==> config.mk <==
export PLATFORM = sky130hd
export DESIGN_NAME = obp_probe_flat
export DESIGN_NICKNAME = d
export VERILOG_FILES = /design/src/rtl/obp_pkg.sv /design/src/rtl/obp_if.sv /design/src/rtl/obp_probe.sv /design/src/flat_wrapper.sv
export VERILOG_INCLUDE_DIRS = /design/src /design/src/rtl
export SDC_FILE = /design/constraint.sdc
export NUM_CORES = 1
export LEC_CHECK = 0
export BUFFER_PORTS_ARGS = -buffer_cell sky130_fd_sc_hd__buf_2
export CAP_MARGIN = 20
export CORE_MARGIN = 2
export CORE_UTILIZATION = 40
export DETAILED_ROUTE_END_ITERATION = 10
export PLACE_DENSITY_LB_ADDON = 0.1
export SYNTH_ARGS = -nofsm -noshare
export SYNTH_HDL_FRONTEND = slang
export SYNTH_SLANG_ARGS = --single-unit
==> constraint.sdc <==
create_clock -name i_clock -period 2.4 [get_ports i_clock]
set_input_delay 0.24 -clock i_clock [delete_from_list [all_inputs] [get_ports i_clock]]
set_output_delay 0.24 -clock i_clock [all_outputs]
set_load 0.02 [all_outputs]
==> src/rtl/obp_map.svh <==
// Purpose: named constants shared by both ends of the debug probe link
// Assumes: included by bare name; definitions only
// Notes: DR layouts are LSB first on the wire
`ifndef OBP_MAP_SVH
`define OBP_MAP_SVH

// --------------------------------------------------------------------------
// clocking
// --------------------------------------------------------------------------
`define OBP_CLK_NS 10
`define OBP_TCK_HALF_NS 80
`define OBP_TCK_HALF_CYC ((`OBP_TCK_HALF_NS + `OBP_CLK_NS - 1) / `OBP_CLK_NS)
`define OBP_TLR_BITS 5

// --------------------------------------------------------------------------
// scan geometry
// --------------------------------------------------------------------------
`define OBP_PC_W 16
`define OBP_IR_LEN 4
`define OBP_DR_LEN 20
`define OBP_CHAIN_IR_MAX 32
`define OBP_IR_HDR 4'h3
`define OBP_IR_HDR_LEN 4
`define OBP_DR_HDR 4'h1
`define OBP_DR_HDR_LEN 3
`define OBP_TAIL_LEN 2

// --------------------------------------------------------------------------
// instructions
// --------------------------------------------------------------------------
`define OBP_IR_CAPTURE 4'h1
`define OBP_IR_BYPASS 4'hF
`define OBP_IR_STATUS 4'h1
`define OBP_IR_PCREAD 4'h2
`define OBP_IR_CMPSET 4'h3
`define OBP_IR_START 4'h4

// --------------------------------------------------------------------------
// data register fields
// --------------------------------------------------------------------------
`define OBP_STOP_BIT 16
`define OBP_CMP_IDX_LO 16
`define OBP_CMP_IDX_HI 17
`define OBP_CMP_EN_BIT 18
`define OBP_NUM_CMP 4
`define OBP_RSVD_CMP 2'h0
`define OBP_USER_BAD_IDX 2'h3
`define OBP_SW_BREAK_EN 1'b1

`endif

==> src/rtl/obp_pkg.sv <==
// Purpose: types shared by both ends of the debug probe link
// Assumes: constants come from obp_map.svh
// Notes: none
package obp_pkg;
  typedef enum logic [1:0] {cmd_set_bp, cmd_clr_bp, cmd_start} obp_cmd_type;
  typedef enum logic [1:0] {op_poll, op_pcread, op_cmpset, op_start} obp_op_type;
  typedef enum logic [2:0] {
    seq_reset, seq_idle, seq_ir_hdr, seq_ir_shift, seq_ir_tail,
    seq_dr_hdr, seq_dr_shift, seq_dr_tail
  } obp_seq_type;
  typedef enum logic [3:0] {
    tap_tlr, tap_rti, tap_sel_dr, tap_cap_dr, tap_sh_dr, tap_ex1_dr, tap_pau_dr,
    tap_ex2_dr, tap_upd_dr, tap_sel_ir, tap_cap_ir, tap_sh_ir, tap_ex1_ir,
    tap_pau_ir, tap_ex2_ir, tap_upd_ir
  } obp_tap_type;
endpackage

==> src/rtl/obp_if.sv <==
// Purpose: four-wire test port plus reset lines between probe and target
// Assumes: system reset is open drain with a pull-up
// Notes: srst_n is the resolved wire level
`timescale 1ns/10ps
interface obp_if;
  logic tck;
  logic tms;
  logic tdi;
  logic tdo;
  logic trst_n;
  logic srst_o;
  logic srst_oe;
  logic srst_n;

  // pull-up wins when nobody drives low
  assign srst_n = srst_oe ? srst_o : 1'b1;

  modport probe (output tck, output tms, output tdi, output trst_n,
                 output srst_o, output srst_oe, input tdo);
  modport target (input tck, input tms, input tdi, input trst_n,
                  input srst_n, output tdo);
endinterface

==> src/rtl/obp_probe.sv <==
// Purpose: probe end; drives the test port, polls for breaks, reads state
// Assumes: single target on the chain, i_clock at 100 MHz
// Notes: test clock made here by dividing i_clock
`timescale 1ns/10ps
`include "obp_map.svh"

module obp_probe (
  input wire logic i_clock,
  input wire logic i_rst_n,
  obp_if.probe link,
  input wire logic i_cmd_valid,
  input wire obp_pkg::obp_cmd_type i_cmd,
  input wire logic [1:0] i_bp_index,
  input wire logic [`OBP_PC_W-1:0] i_bp_addr,
  input wire logic i_tap_reset,
  input wire logic i_hold_reset,
  output logic o_cmd_ready,
  output logic o_stopped,
  output logic o_state_valid,
  output logic [`OBP_PC_W-1:0] o_state_pc
);

  // --------------------------------------------------------------------------
  // helpers
  // --------------------------------------------------------------------------
  function automatic logic at_end(input logic [4:0] cnt, input logic [4:0] len);
    return cnt == len - 5'h01;
  endfunction

  localparam logic [7:0] HalfLast = 8'(`OBP_TCK_HALF_CYC - 1);
  localparam logic [3:0] IrHdr = `OBP_IR_HDR;
  localparam logic [3:0] DrHdr = `OBP_DR_HDR;

  logic [7:0] div;
  logic tck;
  logic fall;
  logic rise;
  logic tdo_meta;
  logic tdo_sync;
  obp_pkg::obp_seq_type seq;
  obp_pkg::obp_op_type op;
  obp_pkg::obp_op_type next_op;
  logic [4:0] cnt;
  logic [`OBP_IR_LEN-1:0] ir_tx;
  logic [`OBP_IR_LEN-1:0] next_ir;
  logic [`OBP_DR_LEN-1:0] dr_tx;
  logic [`OBP_DR_LEN-1:0] next_dr;
  logic [`OBP_DR_LEN-1:0] rx;
  logic dr_bit;
  logic tms;
  logic tdi;
  logic trst_n;
  logic srst_oe;
  logic stopped;
  logic need_read;
  logic go;
  logic done;
  logic [1:0] hw_idx;

  // --------------------------------------------------------------------------
  // test clock divider
  // --------------------------------------------------------------------------
  always_ff @(posedge i_clock) begin
    if (!i_rst_n || div == HalfLast) begin
      div <= 8'h00;
    end else begin
      div <= div + 8'h01;
    end
  end

  always_ff @(posedge i_clock) begin
    if (!i_rst_n) begin
      tck <= 1'b0;
    end else if (div == HalfLast) begin
      tck <= ~tck;
    end
  end

  assign fall = (div == HalfLast) && tck;
  assign rise = (div == HalfLast) && !tck;

  // data-out comes from another party; two flops before use
  always_ff @(posedge i_clock) begin
    if (!i_rst_n) begin
      tdo_meta <= 1'b0;
      tdo_sync <= 1'b0;
    end else begin
      tdo_meta <= link.tdo;
      tdo_sync <= tdo_meta;
    end
  end

  // --------------------------------------------------------------------------
  // operation choice
  // --------------------------------------------------------------------------
  assign hw_idx = i_bp_index + 2'h1; // user slots skip the reserved one
  assign o_cmd_ready = fall && (seq == obp_pkg::seq_idle) && !need_read && !i_tap_reset;
  assign go = fall && (seq == obp_pkg::seq_idle) && !i_tap_reset
              && (need_read || i_cmd_valid || !stopped);

  always_comb begin
    next_op = obp_pkg::op_poll;
    next_ir = `OBP_IR_STATUS;
    next_dr = '0;
    if (need_read) begin
      next_op = obp_pkg::op_pcread;
      next_ir = `OBP_IR_PCREAD;
    end else if (i_cmd_valid) begin
      case (i_cmd)
        obp_pkg::cmd_start: begin
          next_op = obp_pkg::op_start;
          next_ir = `OBP_IR_START;
        end
        default: begin
          if (i_bp_index != `OBP_USER_BAD_IDX) begin
            next_op = obp_pkg::op_cmpset;
            next_ir = `OBP_IR_CMPSET;
            next_dr = {1'b0, (i_cmd == obp_pkg::cmd_set_bp), hw_idx, i_bp_addr};
          end
        end
      endcase
    end
  end

  // --------------------------------------------------------------------------
  // scan sequencer, bits change after the falling edge
  // --------------------------------------------------------------------------
  always_ff @(posedge i_clock) begin
    if (!i_rst_n || i_tap_reset) begin
      seq <= obp_pkg::seq_reset;
      cnt <= 5'h00;
      tms <= 1'b1;
      tdi <= 1'b1;
      dr_bit <= 1'b0;
      op <= obp_pkg::op_poll;
      ir_tx <= `OBP_IR_BYPASS;
      dr_tx <= '0;
    end else if (fall) begin
      cnt <= cnt + 5'h01;
      dr_bit <= (seq == obp_pkg::seq_dr_shift);
      tdi <= 1'b1;
      case (seq)
        obp_pkg::seq_reset: begin
          tms <= 1'b1;
          if (at_end(cnt, 5'(`OBP_TLR_BITS))) begin
            seq <= obp_pkg::seq_idle;
            cnt <= 5'h00;
          end
        end
        obp_pkg::seq_idle: begin
          tms <= 1'b0;
          cnt <= 5'h00;
          if (go) begin
            seq <= obp_pkg::seq_ir_hdr;
            op <= next_op;
            ir_tx <= next_ir;
            dr_tx <= next_dr;
          end
        end
        obp_pkg::seq_ir_hdr: begin
          tms <= IrHdr[cnt[1:0]];
          if (at_end(cnt, 5'(`OBP_IR_HDR_LEN))) begin
            seq <= obp_pkg::seq_ir_shift;
            cnt <= 5'h00;
          end
        end
        obp_pkg::seq_ir_shift: begin
          tdi <= ir_tx[cnt[1:0]];
          tms <= at_end(cnt, 5'(`OBP_IR_LEN));
          if (at_end(cnt, 5'(`OBP_IR_LEN))) begin
            seq <= obp_pkg::seq_ir_tail;
            cnt <= 5'h00;
          end
        end
        obp_pkg::seq_ir_tail: begin
          tms <= (cnt == 5'h00);
          if (at_end(cnt, 5'(`OBP_TAIL_LEN))) begin
            seq <= obp_pkg::seq_dr_hdr;
            cnt <= 5'h00;
          end
        end
        obp_pkg::seq_dr_hdr: begin
          tms <= DrHdr[cnt[1:0]];
          if (at_end(cnt, 5'(`OBP_DR_HDR_LEN))) begin
            seq <= obp_pkg::seq_dr_shift;
            cnt <= 5'h00;
          end
        end
        obp_pkg::seq_dr_shift: begin
          tdi <= dr_tx[cnt];
          tms <= at_end(cnt, 5'(`OBP_DR_LEN));
          if (at_end(cnt, 5'(`OBP_DR_LEN))) begin
            seq <= obp_pkg::seq_dr_tail;
            cnt <= 5'h00;
          end
        end
        default: begin
          tms <= (cnt == 5'h00);
          if (at_end(cnt, 5'(`OBP_TAIL_LEN))) begin
            seq <= obp_pkg::seq_idle;
            cnt <= 5'h00;
          end
        end
      endcase
    end
  end

  // single target: chain pads are zero, well inside the chain limit
  always_ff @(posedge i_clock) begin
    if (!i_rst_n) begin
      rx <= '0;
    end else if (rise && dr_bit) begin
      rx <= {tdo_sync, rx[`OBP_DR_LEN-1:1]};
    end
  end

  // --------------------------------------------------------------------------
  // results
  // --------------------------------------------------------------------------
  assign done = fall && (seq == obp_pkg::seq_dr_tail) && at_end(cnt, 5'(`OBP_TAIL_LEN));

  always_ff @(posedge i_clock) begin
    if (!i_rst_n) begin
      stopped <= 1'b0;
      need_read <= 1'b0;
      o_state_valid <= 1'b0;
      o_state_pc <= '0;
    end else begin
      o_state_valid <= 1'b0;
      if (go && need_read) begin
        need_read <= 1'b0;
      end
      if (done) begin
        case (op)
          obp_pkg::op_poll: begin
            if (rx[`OBP_STOP_BIT]) begin
              stopped <= 1'b1;
              need_read <= 1'b1;
            end
          end
          obp_pkg::op_pcread: begin
            o_state_pc <= rx[`OBP_PC_W-1:0];
            o_state_valid <= 1'b1;
          end
          obp_pkg::op_start: begin
            stopped <= 1'b0;
          end
          default: begin
          end
        endcase
      end
    end
  end

  // --------------------------------------------------------------------------
  // reset lines
  // --------------------------------------------------------------------------
  always_ff @(posedge i_clock) begin
    if (!i_rst_n) begin
      trst_n <= 1'b0;
      srst_oe <= 1'b0;
    end else begin
      trst_n <= (seq != obp_pkg::seq_reset);
      srst_oe <= i_hold_reset;
    end
  end

  assign link.tck = tck;
  assign link.tms = tms;
  assign link.tdi = tdi;
  assign link.trst_n = trst_n;
  assign link.srst_o = 1'b0; // only ever pulls low; released reads high
  assign link.srst_oe = srst_oe;
  assign o_stopped = stopped;

endmodule

==> src/flat_wrapper.sv <==
// flat-port wrapper written by rule: the top's interface ports become plain ports
module obp_probe_flat 
  (i_clock, i_rst_n, i_cmd_valid, i_cmd, i_bp_index, i_bp_addr, i_tap_reset, i_hold_reset, o_cmd_ready, o_stopped, o_state_valid, o_state_pc, link_tck, link_tms, link_tdi, link_trst_n, link_srst_o, link_srst_oe, link_tdo);
  obp_if link_i ();
  input wire logic i_clock;
  input wire logic i_rst_n;
  input wire logic i_cmd_valid;
  input wire obp_pkg::obp_cmd_type i_cmd;
  input wire logic [1:0] i_bp_index;
  input wire logic [`OBP_PC_W-1:0] i_bp_addr;
  input wire logic i_tap_reset;
  input wire logic i_hold_reset;
  output logic o_cmd_ready;
  output logic o_stopped;
  output logic o_state_valid;
  output logic [`OBP_PC_W-1:0] o_state_pc;
  output wire logic [$bits(link_i.tck)-1:0] link_tck;
  output wire logic [$bits(link_i.tms)-1:0] link_tms;
  output wire logic [$bits(link_i.tdi)-1:0] link_tdi;
  output wire logic [$bits(link_i.trst_n)-1:0] link_trst_n;
  output wire logic [$bits(link_i.srst_o)-1:0] link_srst_o;
  output wire logic [$bits(link_i.srst_oe)-1:0] link_srst_oe;
  input wire logic [$bits(link_i.tdo)-1:0] link_tdo;
  assign link_tck = link_i.tck;
  assign link_tms = link_i.tms;
  assign link_tdi = link_i.tdi;
  assign link_trst_n = link_i.trst_n;
  assign link_srst_o = link_i.srst_o;
  assign link_srst_oe = link_i.srst_oe;
  assign link_i.tdo = link_tdo;
  obp_probe u_core (.i_clock(i_clock), .i_rst_n(i_rst_n), .link(link_i), .i_cmd_valid(i_cmd_valid), .i_cmd(i_cmd), .i_bp_index(i_bp_index), .i_bp_addr(i_bp_addr), .i_tap_reset(i_tap_reset), .i_hold_reset(i_hold_reset), .o_cmd_ready(o_cmd_ready), .o_stopped(o_stopped), .o_state_valid(o_state_valid), .o_state_pc(o_state_pc));
endmodule
==> results of run 1 <==
==> routing by layer <==
metal / share of wire / GRT usage / routed length [µm]
met1: 0.48 / 0.235 / 4310
met2: 0.47 / 0.274 / 4250
met3: 0.043 / 0.0451 / 385
met4: 0.011 / 0.0454 / 101
met5: 0 / 0 / 0
==> worst max-delay path: stages (launching register included) <==
cell and delay (ns):
dfxtp_1 0.34, inv_1 0.10, ha_1 0.20, nor4bb_4 0.38, nand3_1 0.20, nor2_2 0.23, buf_2 0.21
==> flip-flops by register name, indices dropped and copies added (netlist names) <==
signal / cells
u_core.tdo_sync: 1
u_core.rx: 20
u_core.need_read: 1
u_core.o_state_pc: 16
u_core.ir_tx: 4
u_core.tdo_meta: 1
u_core.dr_bit: 1
u_core.link.tdi: 1
u_core.link.srst_oe: 1
u_core.o_stopped: 1
u_core.div: 8
u_core.op: 2
u_core.seq: 3
u_core.cnt: 5
u_core.dr_tx: 19
u_core.link.trst_n: 1
u_core.o_state_valid: 1
u_core.link.tck: 1
u_core.link.tms: 1
==> power by group through the flow <==
stage	Clock, mW	Sequential (mW)	Combinational (mW)
global placement	0	1.51	0.0899
floorplan	0	1.51	0.0508
global route	1.25	1.47	0.101
finish	1.15	1.47	0.0898
detailed placement	0	1.51	0.0900
CTS	1.19	1.47	0.0909
==> what timing repair did <==
| action | 4_1_cts | 5_1_grt |
|---|---|---|
| endpoints found under the hold margin | 0 | 0 |
| endpoints found under the setup margin | 1 | 1 |
| gates resized for setup | 2 | 1 |
==> path summary, 6_finish.rpt <==
check,to,slack [ns],cells after the start
worst max-delay path,o_cmd_ready,0.13,6
worst min-delay path,u_core.tdo_meta,0.09,2
worst max register to register,u_core.cnt[1],0.24,7
worst min register to register,u_core.o_state_pc[9],0.45,2
==> layout make-up <==
cell class	instances	area, µm²	share of cell area
multi-input combinational	343	2090	0.447
sequential	88	1760	0.377
timing repair buffer	69	395	0.0847
tap	133	166	0.0356
clock buffer	9	124	0.0265
clock inverter	7	101	0.0217
inverter	9	33.8	0.00723
==> layout by cell type, fill, tap and decap left out, types with 2 or more instances in the layout <==
cell        instances
or4bb_1             2
xor2_1              9
nor3b_1             4
inv_6               3
buf_4              20
o22ai_1             2
a311oi_1            2
nor2_1             22
o21ai_0             6
nand4b_1            2
ha_1               10
dfxtp_1            88
nand3_1            32
and3_1              4
clkbuf_8            9
nor2b_1             4
a21oi_1            29
nand2_1           112
nand4_1             5
nand2b_1            3
xnor2_1             2
o31ai_1             2
and2_1              9
a21boi_0           28
nor3_1              5
inv_1               9
mux4_2              5
mux2i_1             3
o21bai_1            3
clkinvlp_4          2
bufinv_16           2
a21boi_1           10
buf_2              49
==> cell families after synthesis <==
family                   after synthesis  synth area share
buffers and inverters                 41            0.0444
XOR/XNOR                              11            0.0241
multiplexers                           8            0.0356
AO/OA/AOI/OAI                         94             0.159
other                                  1          0.000936
adder cells (fa/ha/maj)               10            0.0312
AND/OR/NAND/NOR                      219             0.265
flip-flops                            88             0.440
==> through the flow <==
step,cells,hold WS (ns),worst slack [ns],instance area [µm²]
floorplan,472,0.363,0.181,4010
global placement,642,0.426,0.274,4430
detailed placement,642,0.437,0.250,4430
CTS,658,0.0766,0.0716,4670
global route,658,0.0714,0.00852,4670
finish,658,0.0874,0.135,4670
==> flow_summary.json, run 1 <==
{
  "first_global_vias": 3119,
  "routedWlPerCell_um": 13.7,
  "synth-edff-count": 0,
  "synth_fp_nets": 508,
  "seqPwrFrac": 0.542,
  "worstSetupStartpoint": "u_core.seq[1]",
  "worstPathRequired_ns": 2.16,
  "ys_top_cells_by_count": "nand2_1, dfxtp_1, nand3_1",
  "hpwl_um": 6340,
  "drc": 0,
  "ys_warn_count": 0,
  "ys_ff_latch": 88,
  "port_buffers": 49,
  "synth_most_common_cell": "nand2_1",
  "hold_start": "link_tdo",
  "clock.fmax_mhz": 441,
  "total_power_mw": 2.72,
  "syn_inst": 472,
  "synth.avg_cell_area_um2": 8.49,
  "antennaDiodeCount": 0,
  "post-cts-setup-buffer-count": 0,
  "setup-tns-final_ns": 0,
  "setup_viol": 0,
  "worstSkewPairLatency_ns": 0.35,
  "intPower_mw": 2.10,
  "min_period_over_period": 0.944,
  "hold_path.class": "in2reg",
  "cts_buffers": 9,
  "async_flop_share": 0,
  "clkSinkCount": 88,
  "die_h_um": 104,
  "powerDensity_nw_per_um2": 581,
  "slew_headroom": 0.597,
  "crit_path_max_fanout": 4,
  "die_area_um2": 10800,
  "initial_core_util": 0.412,
  "status": "finished, final reports clean",
  "grt_pass1_wl_um": 15400,
  "grt_max_degree": 49,
  "p_sw_frac": 0.226,
  "core.rowCount": 36,
  "drtIter0Drc": 179,
  "path_clk_slew_ns": 0.09,
  "netlist_area_um2": 4010,
  "cap_viol_max_count": 0,
  "rsz0062_at_grt": "false",
  "fin_util": 0.480,
  "core_area_um2": 9730,
  "ant_nets": 0,
  "n_fill_cell": 1001,
  "synth_ff_type": "dfxtp_1",
  "report.final.slew_viol_count": 0,
  "skew_ns": 0.0155,
  "root_buffer": "clkbuf_8",
  "leakage_nw": 1.68,
  "htree_levels": 3,
  "worst_setup_path_start_kind": "flop",
  "cts_tree": "done",
  "vias": 3324,
  "cp-end-kind": "output port",
  "cts_buffer_depth": 2,
  "die_w_um": 104,
  "areaGrowthSynthToFinish_pct": 16.6,
  "io_pins": 51,
  "combPwrFrac": 0.033,
  "yosysTopAreaCell": "dfxtp_1",
  "viasPerCell": 5.05,
  "drive_gt1_frac": 0.196,
  "gr-usage-all-layers": 0.173,
  "reg2reg_from": "u_core.cnt[0]",
  "grt-ovfl-total": 0,
  "finalCriticalPeriod_ns": 2.27,
  "gp_congestion": 0.867,
  "p_sw_mw": 0.612,
  "arrival_ns": 2.03,
  "clkPwrFrac": 0.425,
  "irDropWorstVdd_uv": 308,
  "max_slew.worst_pin.slew_ns": 0.603,
  "ys_top_cells_by_area": "dfxtp_1, nand2_1, a21boi_0, nand3_1, a21oi_1",
  "hold_buffers": 0,
  "drt-total-wl_um": 9050,
  "hold_violations": 0,
  "ys_seq_area_frac": 0.440,
  "worstSetupPathType": "reg2out",
  "synth.distinct_cells": 58,
  "layout.nets": 556,
  "yosysTopAreaCellShare": 0.440,
  "drtPass1Iterations": 5,
  "antenna_found_initial": 0
}
Power figures use the tool's default switching activity.
==> run 2: changes to the inputs <==
CORE_MARGIN = not set   (was 2)
==> run 2 against run 1 <==
- maximum frequency is 2.4% higher
- hold slack got worse by 0.0030 ns
- routed wire length down 3.2%
- critical path depth did not move
- final cell count unchanged
- flip-flop and latch count stayed put
- largest cell class unchanged
==> flow_summary.json, run 2 (synthesis gave the netlist of run 1 again) <==
{
  "status": "finished, final reports clean",
  "final_cell_mix": "nand2_1, dfxtp_1, buf_2",
  "r2r-end": "u_core.seq[0]",
  "drtPass1Iterations": 4,
  "viasPerCell": 4.95,
  "initial_core_util": 0.412,
  "powerDensity_nw_per_um2": 554,
  "first_global_vias": 3039,
  "arrival_ns": 1.97,
  "path_delay_family": "simple AND/OR/NAND/NOR gates",
  "irDropWorstVdd_uv": 292,
  "hold_start": "i_hold_reset",
  "fin_util": 0.477,
  "setup_viol": 0,
  "whs_ns": 0.0844,
  "hold_path.class": "in2reg",
  "cts_tree": "done",
  "reg2reg_from": "u_core.cnt[0]",
  "worst_slack_ns": 0.187,
  "drive_gt1_frac": 0.196,
  "io_pins": 51,
  "layout.nets": 557,
  "gr-usage-all-layers": 0.182,
  "path_cells": "inv_1 -> ha_1 -> nor4bb_4 -> nand3_1 -> nor2_2 -> buf_2",
  "reg2reg_slack_ns": 0.24,
  "worstSkewPairLatency_ns": 0.35,
  "path_depth": 6,
  "slew_headroom": 0.551,
  "crit_path_max_fanout": 4,
  "skew_ns": 0.00809,
  "min_period_over_period": 0.922,
  "max_slew.worst_pin.slew_ns": 0.672,
  "post-cts-setup-buffer-count": 0,
  "whs_path_depth": 2,
  "clock.fmax_mhz": 452,
  "die_w_um": 102,
  "hold_violations": 0,
  "min_to": "u_core.link.srst_oe",
  "largest_register": "u_core.rx",
  "antennaDiodeCount": 0,
  "antenna_found_initial": 0,
  "crit_buf_inv": 2,
  "path_clk_slew_ns": 0.09,
  "core_area_um2": 9730,
  "rr_worst_depth": 7,
  "vias": 3260,
  "htree_levels": 3,
  "n_fill_cell": 1009,
  "worstSetupPathType": "reg2out",
  "grt_max_degree": 48,
  "report.final.slew_viol_count": 0,
  "cts_buffer_depth": 2,
  "hpwl_um": 6160,
  "die_area_um2": 10400,
  "grt-ovfl-total": 0,
  "setup-tns-final_ns": 0,
  "cap_viol_max_count": 0,
  "cts_buffers": 9,
  "largest_reg_flops": 20,
  "drtIter0Drc": 148,
  "drc": 0,
  "cp-end-kind": "output port",
  "worstPathRequired_ns": 2.16,
  "root_buffer": "clkbuf_8",
  "rsz0062_at_grt": "false",
  "grt_pass1_wl_um": 14700,
  "drt-total-wl_um": 8750,
  "layout_commonest_cell": "nand2_1",
  "worst_setup_path_start_kind": "flop",
  "die_h_um": 102,
  "crit_slowest_cell": "nor4bb_4",
  "routedWlPerCell_um": 13.3,
  "core.rowCount": 36,
  "clkSinkCount": 88,
  "total_power_mw": 2.57,
  "ant_nets": 0,
  "reg.largest.list": "u_core.rx: 20 flops, u_core.dr_tx: 19 flops, u_core.o_state_pc: 16 flops",
  "finalCriticalPeriod_ns": 2.21,
  "areaGrowthSynthToFinish_pct": 16.0,
  "dp_slack_ns": 0.273,
  "port_buffers": 49,
  "critPathMaxStageDelay_ns": 0.36,
  "leakage_nw": 1.67,
  "gp_congestion": 0.808
}
## run 2: how the worst max path moves through the flow
stage / startpoint / endpoint / slack (ns)
floorplan: u_core.cnt[1] / u_core.o_state_pc[10] / 0.18
global placement: u_core.seq[1] / o_cmd_ready / 0.23
detailed placement: u_core.cnt[0] / u_core.seq[1] / 0.27
CTS: u_core.seq[1] / o_cmd_ready / 0.03
global route: u_core.seq[1] / o_cmd_ready / 0.06
finish: u_core.seq[1] / o_cmd_ready / 0.19
## run 2: metrics by stage
| step | instances | instance area, µm² |
|---|---|---|
| after floorplan | 472 | 4010 |
| final | 658 | 4640 |
| after global routing | 658 | 4640 |
| after detailed placement | 643 | 4440 |
| after CTS | 658 | 4630 |
| after global placement | 643 | 4440 |
## run 2: layer usage
metal | share of wire | vias to the layer above | wire length, µm | GRT usage
li1 | - | 1708 | - | -
met1 | 0.48 | 1486 | 4210 | 0.235
met2 | 0.47 | 58 | 4090 | 0.301
met3 | 0.040 | 8 | 354 | 0.0499
met4 | 0.012 | 0 | 102 | 0.0451
met5 | 0 | - | 0 | 0
## run 2: timing repair
item | 4_1_cts | 5_1_grt
gates resized for setup | 1 | 2
pin swaps | 0 | 0
endpoints found under the hold margin | 0 | 0
hold buffers | 0 | 0
endpoints found under the setup margin | 1 | 1
## run 2: power by group
group	internal, mW	leakage [nW]	switching, mW
logic	0.0396	0.870	0.0503
registers	1.47	0.710	0.00563
clock network	0.481	0.0921	0.529
## run 2: final cells by class
type	count	area (µm²)	area share
repair buffers	70	403	0.0867
clock buffers	9	124	0.0267
clock inverters	6	67.6	0.0145
well taps	133	166	0.0358
multi-input cells	343	2090	0.450
inverters	9	33.8	0.00727
flip-flops and latches	88	1760	0.379
